--- src/hw/tmr16_pkg.sv ---
// constants for the 16-bit interval / square-wave / event timer
package tmr16_pkg;
    // register byte offsets on the wishbone bus
    localparam logic [4:0] TMR16_ADR_MODE = 5'h00;
    localparam logic [4:0] TMR16_ADR_CCC = 5'h04;
    localparam logic [4:0] TMR16_ADR_OUTC = 5'h08;
    localparam logic [4:0] TMR16_ADR_PRE = 5'h0c;
    localparam logic [4:0] TMR16_ADR_CNT = 5'h10;
    localparam logic [4:0] TMR16_ADR_PRI = 5'h14;
    localparam logic [4:0] TMR16_ADR_SEC = 5'h18;
    localparam logic [4:0] TMR16_ADR_STAT = 5'h1c;
    // reset values
    localparam logic [7:0] TMR16_RST_8 = 8'h00;
    localparam logic [15:0] TMR16_RST_16 = 16'h0000;
    // mode control fields
    localparam int TMR16_MODE_HI = 3;
    localparam int TMR16_MODE_LO = 2;
    localparam logic [7:0] TMR16_MODE_MASK = 8'h0e;
    // output control fields
    localparam int TMR16_OC_OE = 0;
    localparam int TMR16_OC_INV_PRI = 1;
    localparam int TMR16_OC_SET_LO = 2;
    localparam int TMR16_OC_SET_HI = 3;
    localparam int TMR16_OC_INV_SEC = 4;
    localparam int TMR16_OC_OS_EN = 5;
    // trigger bits read back as zero
    localparam logic [7:0] TMR16_OC_RD_MASK = 8'h33;
    // prescaler mode fields
    localparam int TMR16_PRE_CLK_LO = 0;
    localparam int TMR16_PRE_EV_LO = 4;
    localparam logic [7:0] TMR16_PRE_MASK = 8'hf3;
    localparam logic [7:0] TMR16_CCC_MASK = 8'h07;
    // mode select codes
    typedef enum logic [1:0] {
        TMR16_MODE_STOP = 2'h0,
        TMR16_MODE_FREE = 2'h1,
        TMR16_MODE_EDGE_CLR = 2'h2,
        TMR16_MODE_MATCH_CLR = 2'h3
    } tmr16_mode_t;
    // count clock select codes
    localparam logic [1:0] TMR16_CLK_DIV1 = 2'h0;
    localparam logic [1:0] TMR16_CLK_DIV4 = 2'h1;
    localparam logic [1:0] TMR16_CLK_DIV256 = 2'h2;
    localparam logic [1:0] TMR16_CLK_EVENT = 2'h3;
    // prescale terminal counts (divisor minus one)
    localparam logic [7:0] TMR16_DIV4_END = 8'h03;
    localparam logic [7:0] TMR16_DIV256_END = 8'hff;
    // valid edge select codes
    localparam logic [1:0] TMR16_EDGE_FALL = 2'h0;
    localparam logic [1:0] TMR16_EDGE_RISE = 2'h1;
    localparam logic [1:0] TMR16_EDGE_BOTH = 2'h3;
endpackage

--- src/hw/tmr16_edge_det.sv ---
// event input sampler with two-sample glitch filter and edge select
`timescale 1ns/100ps
module tmr16_edge_det
    import tmr16_pkg::*;
(
    // clock and reset
    input wire logic clk,
    input wire logic rst,
    // pin and selection
    input wire logic pin,
    input wire logic [1:0] edge_sel,
    // detected valid edge
    output logic valid_edge
);
    logic smp_ff;
    logic lvl_ff;
    logic valid_ff;
    logic settled;
    logic rise;
    logic fall;
    logic hit;

    // [RULE14] two equal samples
    assign settled = (pin == smp_ff) && (pin != lvl_ff);
    assign rise = settled && pin;
    assign fall = settled && !pin;
    // [RULE18] edge select decode; code 10 detects nothing
    assign hit = (edge_sel == TMR16_EDGE_RISE && rise) ||
                 (edge_sel == TMR16_EDGE_FALL && fall) ||
                 (edge_sel == TMR16_EDGE_BOTH && settled);
    assign valid_edge = valid_ff;

    always_ff @(posedge clk) begin
        if (rst) begin
            smp_ff <= 1'b0;
            lvl_ff <= 1'b0;
            valid_ff <= 1'b0;
        end else begin
            smp_ff <= pin;
            if (settled) begin
                lvl_ff <= pin;
            end
            valid_ff <= hit;
        end
    end
endmodule

--- src/hw/tmr16_top.sv ---
// 16-bit timer/event counter with wishbone register access
// Notes on behaviour
// [RULE1] mode bits 11 start counting on the next count clock tick
// [RULE2] counter equal to primary compare clears it and raises primary irq
// [RULE3] primary compare value M gives one primary irq every M+1 ticks
// [RULE4] software never loads zero into the primary compare register
// [RULE5] secondary irq is raised on every secondary compare match
// [RULE6] software masks secondary irq outside when it does not use it
// [RULE7] output control value 03h gives a square wave in interval mode
// [RULE8] square wave: match clears counter, raises irq, inverts output
// [RULE9] square wave period is two times M+1 count clock periods
// [RULE10] clock select 11 with mode 11 counts valid event pin edges
// [RULE11] software avoids event counting while mode bits are 10
// [RULE12] event mode repeats primary irq every M+1 valid edges
// [RULE13] event mode first primary irq needs M+2 valid edges
// [RULE14] event pin sampled each clock, edge needs two equal samples
// [RULE15] counter register read returns the live count at any time
// [RULE16] capture/compare control all zero keeps primary as a compare
// [RULE17] output enable 0 holds the pin low, 1 drives it from the toggle
// [RULE18] edge select 00 falling, 01 rising, 11 both, 10 prohibited
// [RULE19] software leaves the prescaler register alone while running
// [RULE20] mode bits back to 00 stop the counter and clear it to zero
// [RULE21] primary irq is a one-cycle pulse in the clearing tick
`timescale 1ns/100ps
module tmr16_top
    import tmr16_pkg::*;
#(
    parameter int CNT_W = 16
) (
    // clock and reset
    input wire logic clk,
    input wire logic rst,
    // wishbone classic slave
    input wire logic wb_cyc_i,
    input wire logic wb_stb_i,
    input wire logic wb_we_i,
    input wire logic [4:0] wb_adr_i,
    input wire logic [3:0] wb_sel_i,
    input wire logic [31:0] wb_dat_i,
    output logic [31:0] wb_dat_o,
    output logic wb_ack_o,
    // timer pins
    input wire logic event_in_pin,
    output logic timer_out_pin,
    // match requests
    output logic primary_match_irq,
    output logic secondary_match_irq
);
    // the compare registers live in the low half of the data bus
    if (CNT_W < 8 || CNT_W > 16) begin : g_chk
        $error("tmr16_top: CNT_W must lie between 8 and 16");
    end

    // register state
    logic [7:0] mode_control_reg_ff;
    logic [7:0] capcomp_control_reg_ff;
    logic [7:0] output_control_reg_ff;
    logic [7:0] prescaler_mode_reg_ff;
    logic [CNT_W-1:0] primary_compare_ff;
    logic [CNT_W-1:0] secondary_compare_ff;
    // counting state
    logic [CNT_W-1:0] up_counter_ff;
    logic [CNT_W-1:0] nxt_up_counter;
    logic [7:0] div_ff;
    logic [7:0] nxt_div;
    logic started_ff;
    logic out_lvl_ff;
    logic nxt_out_lvl;
    logic pri_irq_ff;
    logic sec_irq_ff;
    // bus state
    logic ack_ff;
    logic [31:0] rdata_ff;

    // bus decode
    logic acc;
    logic wr_now;
    logic [31:0] rd_mux;
    logic [15:0] wmask;
    logic [15:0] wdata;
    logic wr_mode;
    logic wr_ccc;
    logic wr_outc;
    logic wr_pre;
    logic wr_pri;
    logic wr_sec;

    // timer decode
    tmr16_mode_t mode;
    logic running;
    logic [1:0] clk_sel;
    logic [1:0] ev_sel;
    logic ev_edge;
    logic tick;
    logic div_end;
    logic count_tick;
    logic pri_hit;
    logic sec_hit;
    logic clr_on_match;
    logic toggle;
    logic set_hi;
    logic set_lo;
    logic inv_pri;
    logic inv_sec;
    logic out_en;

    // register select, shared by every write strobe
    function automatic logic adr_is(input logic [4:0] a, input logic [4:0] reg_adr);
        return a == reg_adr;
    endfunction

    assign acc = wb_cyc_i && wb_stb_i;
    // write lands on the edge at which the master sees ack
    assign wr_now = acc && wb_we_i && ack_ff;
    assign wmask = {{8{wb_sel_i[1]}}, {8{wb_sel_i[0]}}};
    assign wdata = wb_dat_i[15:0];
    assign wr_mode = wr_now && wb_sel_i[0] && adr_is(wb_adr_i, TMR16_ADR_MODE);
    assign wr_ccc = wr_now && wb_sel_i[0] && adr_is(wb_adr_i, TMR16_ADR_CCC);
    assign wr_outc = wr_now && wb_sel_i[0] && adr_is(wb_adr_i, TMR16_ADR_OUTC);
    assign wr_pre = wr_now && wb_sel_i[0] && adr_is(wb_adr_i, TMR16_ADR_PRE);
    // 16-bit registers take each byte lane on its own
    assign wr_pri = wr_now && adr_is(wb_adr_i, TMR16_ADR_PRI);
    assign wr_sec = wr_now && adr_is(wb_adr_i, TMR16_ADR_SEC);

    // [RULE15] live counter on the read path
    always_comb begin
        case (wb_adr_i)
            TMR16_ADR_MODE: rd_mux = {24'h000000, mode_control_reg_ff};
            TMR16_ADR_CCC: rd_mux = {24'h000000, capcomp_control_reg_ff};
            TMR16_ADR_OUTC:
                rd_mux = {24'h000000, output_control_reg_ff & TMR16_OC_RD_MASK};
            TMR16_ADR_PRE: rd_mux = {24'h000000, prescaler_mode_reg_ff};
            TMR16_ADR_CNT: rd_mux = {16'h0000, 16'(up_counter_ff)};
            TMR16_ADR_PRI: rd_mux = {16'h0000, 16'(primary_compare_ff)};
            TMR16_ADR_SEC: rd_mux = {16'h0000, 16'(secondary_compare_ff)};
            TMR16_ADR_STAT: rd_mux = {30'h0, started_ff, out_lvl_ff};
            default: rd_mux = 32'h00000000;
        endcase
    end

    assign wb_ack_o = ack_ff;
    assign wb_dat_o = rdata_ff;

    always_ff @(posedge clk) begin
        if (rst) begin
            ack_ff <= 1'b0;
            rdata_ff <= 32'h00000000;
        end else begin
            // ack drops after one cycle so a held request is not answered twice
            ack_ff <= acc && !ack_ff;
            // value at the request edge stands together with ack
            rdata_ff <= rd_mux;
        end
    end

    // control registers
    always_ff @(posedge clk) begin
        if (rst) begin
            mode_control_reg_ff <= TMR16_RST_8;
            capcomp_control_reg_ff <= TMR16_RST_8;
            prescaler_mode_reg_ff <= TMR16_RST_8;
            output_control_reg_ff <= TMR16_RST_8;
        end else begin
            if (wr_mode) begin
                mode_control_reg_ff <= wdata[7:0] & TMR16_MODE_MASK;
            end
            if (wr_ccc) begin
                capcomp_control_reg_ff <= wdata[7:0] & TMR16_CCC_MASK;
            end
            if (wr_pre) begin
                prescaler_mode_reg_ff <= wdata[7:0] & TMR16_PRE_MASK;
            end
            if (wr_outc) begin
                output_control_reg_ff <= wdata[7:0];
            end
        end
    end

    // compare registers honour byte lanes
    always_ff @(posedge clk) begin
        if (rst) begin
            primary_compare_ff <= CNT_W'(TMR16_RST_16);
            secondary_compare_ff <= CNT_W'(TMR16_RST_16);
        end else begin
            if (wr_pri) begin
                primary_compare_ff <= CNT_W'((16'(primary_compare_ff) & ~wmask) |
                                             (wdata & wmask));
            end
            if (wr_sec) begin
                secondary_compare_ff <= CNT_W'((16'(secondary_compare_ff) & ~wmask) |
                                               (wdata & wmask));
            end
        end
    end

    // event pin edge detection
    assign ev_sel = prescaler_mode_reg_ff[TMR16_PRE_EV_LO +: 2];

    // filter tracks the pin while stopped, so a restart sees no stale edge
    tmr16_edge_det u_edge (
        .clk(clk),
        .rst(rst),
        .pin(event_in_pin),
        .edge_sel(ev_sel),
        .valid_edge(ev_edge)
    );

    assign mode = tmr16_mode_t'(mode_control_reg_ff[TMR16_MODE_HI:TMR16_MODE_LO]);
    assign running = mode != TMR16_MODE_STOP;
    assign clk_sel = prescaler_mode_reg_ff[TMR16_PRE_CLK_LO +: 2];

    // count clock selection
    always_comb begin
        case (clk_sel)
            TMR16_CLK_DIV1: div_end = 1'b1;
            TMR16_CLK_DIV4: div_end = div_ff == TMR16_DIV4_END;
            TMR16_CLK_DIV256: div_end = div_ff == TMR16_DIV256_END;
            default: div_end = 1'b0;
        endcase
    end

    // [RULE10] event edges become the count clock
    assign tick = running && (clk_sel == TMR16_CLK_EVENT ? ev_edge : div_end);
    // divider restarts whenever the timer stops so the first period is whole
    assign nxt_div = (!running || div_end) ? 8'h00 : div_ff + 8'h01;

    // [RULE1] first tick after start only synchronises
    // [RULE13] so the first match in event mode takes M+2 edges
    assign count_tick = tick && started_ff;

    // [RULE16] primary always acts as a compare register
    assign pri_hit = count_tick && up_counter_ff == primary_compare_ff;
    // [RULE5] secondary match raised regardless of use
    assign sec_hit = count_tick && up_counter_ff == secondary_compare_ff;
    assign clr_on_match = pri_hit && mode == TMR16_MODE_MATCH_CLR;

    // [RULE2] clear on primary match
    // [RULE3] one match every M+1 count ticks
    // [RULE12] repeat every M+1 edges in event mode
    // [RULE20] stopped counter held at zero
    always_comb begin
        if (!running || clr_on_match) begin
            nxt_up_counter = '0;
        end else if (count_tick) begin
            nxt_up_counter = up_counter_ff + CNT_W'(1);
        end else begin
            nxt_up_counter = up_counter_ff;
        end
    end

    // [RULE8] output inverts on compare match when enabled
    assign inv_pri = output_control_reg_ff[TMR16_OC_INV_PRI];
    assign inv_sec = output_control_reg_ff[TMR16_OC_INV_SEC];
    assign toggle = (pri_hit && inv_pri) || (sec_hit && inv_sec);
    // both triggers at once leave the level unchanged
    assign set_hi = wr_outc && wdata[TMR16_OC_SET_HI] && !wdata[TMR16_OC_SET_LO];
    assign set_lo = wr_outc && wdata[TMR16_OC_SET_LO] && !wdata[TMR16_OC_SET_HI];

    // [RULE9] toggling every M+1 ticks gives a 2(M+1) period
    always_comb begin
        if (set_hi) begin
            nxt_out_lvl = 1'b1;
        end else if (set_lo) begin
            nxt_out_lvl = 1'b0;
        end else if (toggle && running) begin
            nxt_out_lvl = !out_lvl_ff;
        end else begin
            nxt_out_lvl = out_lvl_ff;
        end
    end

    always_ff @(posedge clk) begin
        if (rst) begin
            up_counter_ff <= '0;
            div_ff <= 8'h00;
            started_ff <= 1'b0;
            out_lvl_ff <= 1'b0;
            pri_irq_ff <= 1'b0;
            sec_irq_ff <= 1'b0;
        end else begin
            up_counter_ff <= nxt_up_counter;
            div_ff <= nxt_div;
            started_ff <= running && (started_ff || tick);
            out_lvl_ff <= nxt_out_lvl;
            // [RULE21] one-cycle match pulses
            pri_irq_ff <= pri_hit;
            sec_irq_ff <= sec_hit;
        end
    end

    assign primary_match_irq = pri_irq_ff;
    assign secondary_match_irq = sec_irq_ff;
    assign out_en = output_control_reg_ff[TMR16_OC_OE];
    // [RULE17] pin low unless output enabled
    // toggle level keeps running while disabled, so enabling shows its phase
    assign timer_out_pin = out_en && out_lvl_ff;
endmodule

--- config.mk ---
export PLATFORM = sky130hd
export DESIGN_NAME = tmr16_top
export DESIGN_NICKNAME = d
export VERILOG_FILES = /design/src/hw/tmr16_pkg.sv /design/src/hw/tmr16_edge_det.sv /design/src/hw/tmr16_top.sv
export SDC_FILE = /design/constraint.sdc
export NUM_CORES = 1
export LEC_CHECK = 0
export BUFFER_PORTS_ARGS = -buffer_cell sky130_fd_sc_hd__buf_2
export CORE_MARGIN = 2
export CORE_UTILIZATION = 40
export DETAILED_ROUTE_END_ITERATION = 8
export GPL_TIMING_DRIVEN = 1
export HOLD_SLACK_MARGIN = 0.06
export REMOVE_ABC_BUFFERS = 1
export SYNTH_ARGS = -nofsm -noshare
export SYNTH_HDL_FRONTEND = slang
export SYNTH_HIERARCHICAL = 1
export SYNTH_SLANG_ARGS = --single-unit
--- constraint.sdc ---
create_clock -name clk -period 2.91 [get_ports clk]
set_input_delay 0.4365 -clock clk [delete_from_list [all_inputs] [get_ports clk]]
set_output_delay 0.4365 -clock clk [all_outputs]
set_load 0.05 [all_outputs]
==> results of run 1 <==
per-stage QoR:
step	util [%]	hold WS, ns	setup slack, ns	total power (W)	cells
floorplan	-	0.4299	0.5872	0.001421	489
global placement	43.92	0.4173	0.3911	0.001490	695
detailed placement	43.92	0.4361	0.2896	0.001492	695
CTS	46.39	0.3093	0.2566	0.002621	711
global route	46.39	0.3423	0.09757	0.002684	711
finish	46.39	0.3159	0.2918	0.002602	711
cells in the mapped netlist (3+ instances only):
master	instances	area share, %
nor2b_1	4	0.53
buf_4	16	2.5
nand3_1	33	3.5
nor2_1	74	5.8
a22oi_1	16	2.5
mux2i_1	36	7.6
xor2_1	3	0.55
o21ai_0	4	0.42
nand4_1	10	1.3
mux2_1	6	1.4
nor3_1	4	0.42
a21oi_1	24	2.5
a2111oi_1	4	0.84
nor3b_1	5	0.79
a211oi_1	3	0.47
a2111oi_2	4	1.3
nand2_1	38	3.0
o21ai_1	3	0.32
xnor2_1	50	9.2
ha_1	5	1.3
mux2_2	7	1.7
a22o_1	7	1.3
and2_1	6	0.79
clkbuf_1	33	2.6
buf_1	5	0.40
inv_1	4	0.32
dfxtp_1	96	40
cell usage in the layout (no fill, tap or decap), drive strengths merged, types with 3 or more instances in the layout:
cell type / Yosys / layout
nor3: 4 / 4
nor2: 74 / 74
nor3b: 5 / 5
inv: 4 / 4
clkbuf: 33 / 13
a21oi: 24 / 24
nand4: 10 / 10
buf: 23 / 63
mux2i: 36 / 36
and2: 6 / 6
xnor2: 50 / 50
nand2: 38 / 38
conb: 1 / 16
nand3: 33 / 33
a22oi: 16 / 16
a211oi: 3 / 3
clkinv: 0 / 3
ha: 5 / 5
mux2: 13 / 13
a2111oi: 9 / 9
dfxtp: 96 / 96
nor2b: 4 / 4
nor4: 3 / 3
xor2: 3 / 3
a22o: 7 / 7
o21ai: 7 / 7
where the power goes:
part | total [W] | leakage [nW] | switching, W | internal [W]
Sequential | 0.00132 | 0.774 | 0.00000382 | 0.00132
Clock | 0.00114 | 0.145 | 0.000494 | 0.000646
Combinational | 0.000140 | 1.20 | 0.000106 | 0.0000338
Total | 0.00260 | 2.12 | 0.000604 | 0.00200
worst max-delay path, cell delays in order (launching register included):
cell       delay, ns
dfxtp_1         0.39
inv_1           0.08
ha_1            0.22
or4_4           0.43
nor4_4          0.23
o2111ai_4       0.32
and2_1          0.37
or3_1           0.37
a21oi_1         0.14
logic make-up (layout without fill, tap and decap cells):
kind of cell | count (synthesis) | count (layout) | share of synthesized area, %
flops | 96 | 96 | 40.47
compound gates | 74 | 74 | 11.57
buf+inv | 60 | 83 | 6.192
other cells | 1 | 16 | 0.07898
xor+xnor | 53 | 53 | 9.776
simple gates | 190 | 190 | 18.97
mux | 51 | 51 | 11.62
fa+ha+maj | 5 | 5 | 1.318
final cells by class:
type / instances / area [µm²] / area share [%]
repair buffers: 63 / 352.8 / 6.604
well taps: 143 / 178.9 / 3.349
multi-input cells: 389 / 2589 / 48.45
clock buffers: 13 / 270.3 / 5.059
clock inverters: 3 / 15.01 / 0.2810
flip-flops and latches: 96 / 1922 / 35.97
inverters: 4 / 15.01 / 0.2810
metal layers:
metal  wire length (µm)  global-route usage (%)  part of all wire [%]
met1               5458                   25.51                    47
met2               5556                   31.45                    48
met3                420                   2.303                   3.6
met4                226                   8.049                   1.9
met5                  0                       0                     0
worst paths after layout:
| kind | start | end | slack (ns) | cells past startpoint |
|---|---|---|---|---|
| setup / recovery | prescaler_mode_reg_ff[0] | up_counter_ff[4] | 0.29 | 8 |
| hold / removal | wb_stb_i | wb_ack_o | 0.32 | 3 |
| setup reg to reg | prescaler_mode_reg_ff[0] | up_counter_ff[4] | 0.29 | 8 |
| hold reg to reg | wb_ack_o | wb_ack_o | 0.45 | 1 |
==> impl_metrics.py, run 1 <==
metrics = {
    "global_routing": {
        "grt_max_degree": 38,
        "grt_pass1_wl_mm": 19.25,
        "grt_pass1_vias": 3792,
        "gr-total-overflow": 0,
        "antenna_found_initial": 0,
        "grt_usage_pct": 19.11,
    },
    "floorplan": {
        "coreArea_um2": 11520,
        "dieArea_um2": 12760,
        "die_w_um": 113.0,
        "io_pins": 83,
        "rows": 39,
        "die_y_um": 113.0,
        "initial_core_util_pct": 41.23,
    },
    "cells_and_area": {
        "fill_cells": 1127,
        "drive_above_1_share_pct": 16.73,
        "final_area_um2": 5343,
        "num_antenna_cells": 0,
        "area_growth_pct": 12.52,
        "fin_nets": 615,
    },
    "detailed_routing": {
        "drc": 2,
        "wl_per_cell_um": 16.40,
        "dr.pass1.iters": 6,
        "via_count": 3798,
        "ant_nets": 0,
        "wl_mm": 11.66,
        "drtIter0Drc": 224,
        "viasPerCell": 5.342,
    },
    "timing": {
        "fin_crit_sh_pct": 89.97,
        "min_period_ns": 2.618,
        "worst_pin_slew_ns": 0.7344,
        "timing.setup.tns_ns": 0,
        "drv_slew": 0,
        "slew_headroom_pct": 51.04,
        "clock_skew_ns": 0.01122,
        "finalHoldViolations": 0,
        "grt_setup_unrepaired": "no",
        "fmax_ghz": 0.3819,
        "setup_viol": 0,
    },
    "clock_network": {
        "ctsResizeCount": 0,
        "clock-sinks": 96,
        "cts_root_buf": "clkbuf_16",
        "cts.clk_slew.worst_paths_ns": 0.06,
        "cts_buffers": 9,
        "tritoncts": "built",
        "ctsHoldBuffers": 0,
        "h-tree-depth": 3,
        "post_cts.repair.setup_buffers": 0,
        "clkLatencyLatePin_ns": 0.35,
        "cts_max_path_buffers": 2,
    },
    "yosys": {
        "yosys_warnings": 6,
        "syn-mean-instance-area_um2": 8.959,
        "synth-edff-count": 0,
        "synth_ff_type": "dfxtp_1",
        "syn_area_um2": 4748,
        "postSynthCellCount": 530,
        "synthArstFlopShare_pct": 0,
        "synth-seq-cells": 96,
        "synth_seq_area_share_pct": 40.47,
        "ys_types": 52,
    },
    "critical_path": {
        "critPathMaxFanout": 16,
        "worstSetupEndpointType": "flop",
        "required_ns": 3.19,
        "start_kind": "flop",
        "path_class": "reg2reg",
        "arrival_ns": 2.90,
    },
    "place": {
        "gp_congestion": 0.8342,
        "place_area_um2": 5057,
        "io_buffers": 48,
        "dpl.hpwl_mm": 8.474,
    },
    "outcome": {
        "status": "finished with violations",
        "violations": "design-rule violations",
    },
    "job": {
        "cap_viol_max_count": 0,
    },
    "power": {
        "ir_drop_uv": 228.6,
        "powerDensity_nw_per_um2": 487.0,
        "p_leak_nw": 2.120,
    },
    "hold_path": {
        "hold_class": "in2reg",
    },
}
Note: power is estimated with default switching activity, not from simulation.
==> run 2, diff against run 1 <==
==> constraint.sdc (replaced) <==
create_clock -name clk -period 2.91 [get_ports clk]
set_input_delay 0.1455 -clock clk [delete_from_list [all_inputs] [get_ports clk]]
set_output_delay 0.1455 -clock clk [all_outputs]
set_load 0.05 [all_outputs]
==> run 2 against run 1 <==
The flow still finishes with violations (design-rule violations). Global-route usage is 0.59 points higher. Via count rose by 0.39%. Critical path depth stayed put. Worst hold slack got worse by 0.25 ns. Flip-flop and latch count is the same. Clock power is 5% lower. Routed wire length up 3.4%. Total power is 2.2% lower. Cell count up 0.42%. Critical path type unchanged. Critical endpoint unchanged. Largest power group unchanged. Highest routed layer unchanged.
==> impl_metrics.py, run 2 (same netlist as run 1, synthesis figures left out) <==
metrics = {
    "critical_path": {
        "r2r_slack_ns": 0.28,
        "crit_buf_inv": 1,
        "critPathMaxFanout": 16,
        "worstSetupEndpointType": "flop",
        "arrival_ns": 2.89,
        "r2r_end": "up_counter_ff[4]",
        "start_kind": "flop",
        "critical-path-top-delay-family": "simple AND/OR/NAND/NOR gates",
        "worstRegToRegCells": 8,
        "required_ns": 3.18,
        "reg2reg_from": "prescaler_mode_reg_ff[0]",
        "endpoint": "up_counter_ff[4]",
        "crit_cells": 8,
        "slowest_delay_ns": 0.44,
        "slowest_stage": "or4_4",
        "crit_chain": "inv_1 > ha_1 > or4_4 > nor4_4 > o2111ai_4 > and2_1 > or3_1 > a21oi_1",
        "startpoint": "prescaler_mode_reg_ff[0]",
        "path_class": "reg2reg",
    },
    "clock_network": {
        "cts_root_buf": "clkbuf_16",
        "cts.clk_slew.worst_paths_ns": 0.06,
        "clkLatencyLatePin_ns": 0.34,
        "ctsHoldBuffers": 6,
        "cts_buffers": 9,
        "clock-sinks": 96,
        "ctsResizeCount": 0,
        "post_cts.repair.setup_buffers": 0,
        "cts_max_path_buffers": 2,
        "tritoncts": "built",
        "h-tree-depth": 3,
    },
    "floorplan": {
        "rows": 39,
        "die_w_um": 113.0,
        "dieArea_um2": 12760,
        "coreArea_um2": 11520,
        "initial_core_util_pct": 41.23,
        "io_pins": 83,
        "die_y_um": 113.0,
    },
    "global_routing": {
        "antenna_found_initial": 0,
        "grt_usage_pct": 19.70,
        "grt_pass1_wl_mm": 19.89,
        "grt_pass1_vias": 3907,
        "gr-total-overflow": 0,
        "grt_max_degree": 32,
    },
    "cells_and_area": {
        "area_growth_pct": 12.99,
        "drive_above_1_share_pct": 15.76,
        "fin_cells": 714,
        "fin_nets": 620,
        "final_cell_mix": "dfxtp_1 (96), nor2_1 (74), xnor2_1 (50)",
        "post-route-util_pct": 46.59,
        "num_antenna_cells": 0,
        "final_common_cell": "dfxtp_1",
    },
    "place": {
        "dpl.cell_count": 694,
        "dpl.hpwl_mm": 8.613,
        "io_buffers": 48,
        "gp_congestion": 0.8171,
    },
    "outcome": {
        "violations": "design-rule violations",
        "status": "finished with violations",
    },
    "detailed_routing": {
        "via_count": 3813,
        "drtIter0Drc": 183,
        "viasPerCell": 5.340,
        "ant_nets": 0,
        "wl_mm": 12.06,
        "dr.pass1.iters": 7,
        "drc": 2,
        "wl_per_cell_um": 16.89,
    },
    "timing": {
        "setup_viol": 0,
        "worst_pin_slew_ns": 0.7171,
        "slew_headroom_pct": 52.19,
        "hold_ws_ns": 0.06773,
        "timing.setup.tns_ns": 0,
        "fin_crit_sh_pct": 90.21,
        "drv_slew": 0,
        "fmax_ghz": 0.3809,
        "grt_setup_unrepaired": "no",
        "min_period_ns": 2.625,
        "clock_skew_ns": 0.006994,
        "finalHoldViolations": 0,
    },
    "power": {
        "ir_drop_uv": 227.1,
        "powerDensity_nw_per_um2": 474.4,
        "p_leak_nw": 2.118,
    },
    "job": {
        "cap_viol_max_count": 0,
    },
    "hold_path": {
        "min_delay_path_depth": 3,
        "hold_class": "in2reg",
    },
}
run 2: tightest hold or removal path, cell delays in order:
cell,delay [ns]
buf_2,0.09
mux2i_1,0.06
nor2_1,0.08
run 2: report_power, final:
group | total (W) | internal, W | leakage (nW) | switching, W
clock | 0.00108 | 0.000593 | 0.126 | 0.000482
combinational | 0.000148 | 0.0000389 | 1.22 | 0.000109
sequential | 0.00132 | 0.00132 | 0.774 | 0.00000356
run 2: through the flow:
step	power [W]	area [µm²]	setup WS, ns
6_report	0.002545	5365	0.2848
5_1_grt	0.002644	5365	0.1034
4_1_cts	0.002567	5365	0.2841
3_5_place_dp	0.001493	5050	0.3171
3_3_place_gp	0.001491	5050	0.3842
2_1_floorplan	0.001421	4526	0.5947
run 2: final cells by class:
cell class / instances / area [µm²]
Clock inverter: 1 / 5.005
Sequential cell: 96 / 1922
Clock buffer: 13 / 250.2
Multi-Input combinational cell: 389 / 2589
Inverter: 4 / 15.01
Tap cell: 143 / 178.9
Timing Repair Buffer: 68 / 405.4
Fill cell: 1120 / 6151
run 2: worst min-delay path by stage:
stage | from | end | slack [ns]
floorplan | rst | flop | 0.21
global placement | wb_stb_i | wb_ack_o | 0.38
detailed placement | wb_stb_i | wb_ack_o | 0.39
CTS | wb_dat_i[12] | flop | 0.06
global route | wb_dat_i[12] | flop | 0.07
finish | wb_dat_i[12] | flop | 0.07
run 2: metal layers:
| layer | global-route usage (%) | wire (µm) | vias up |
|---|---|---|---|
| li1 | - | - | 1882 |
| met1 | 26.27 | 5638 | 1829 |
| met2 | 32.89 | 5795 | 89 |
| met4 | 7.154 | 200 | 0 |
| met3 | 2.517 | 424 | 13 |
| met5 | 0 | 0 | - |
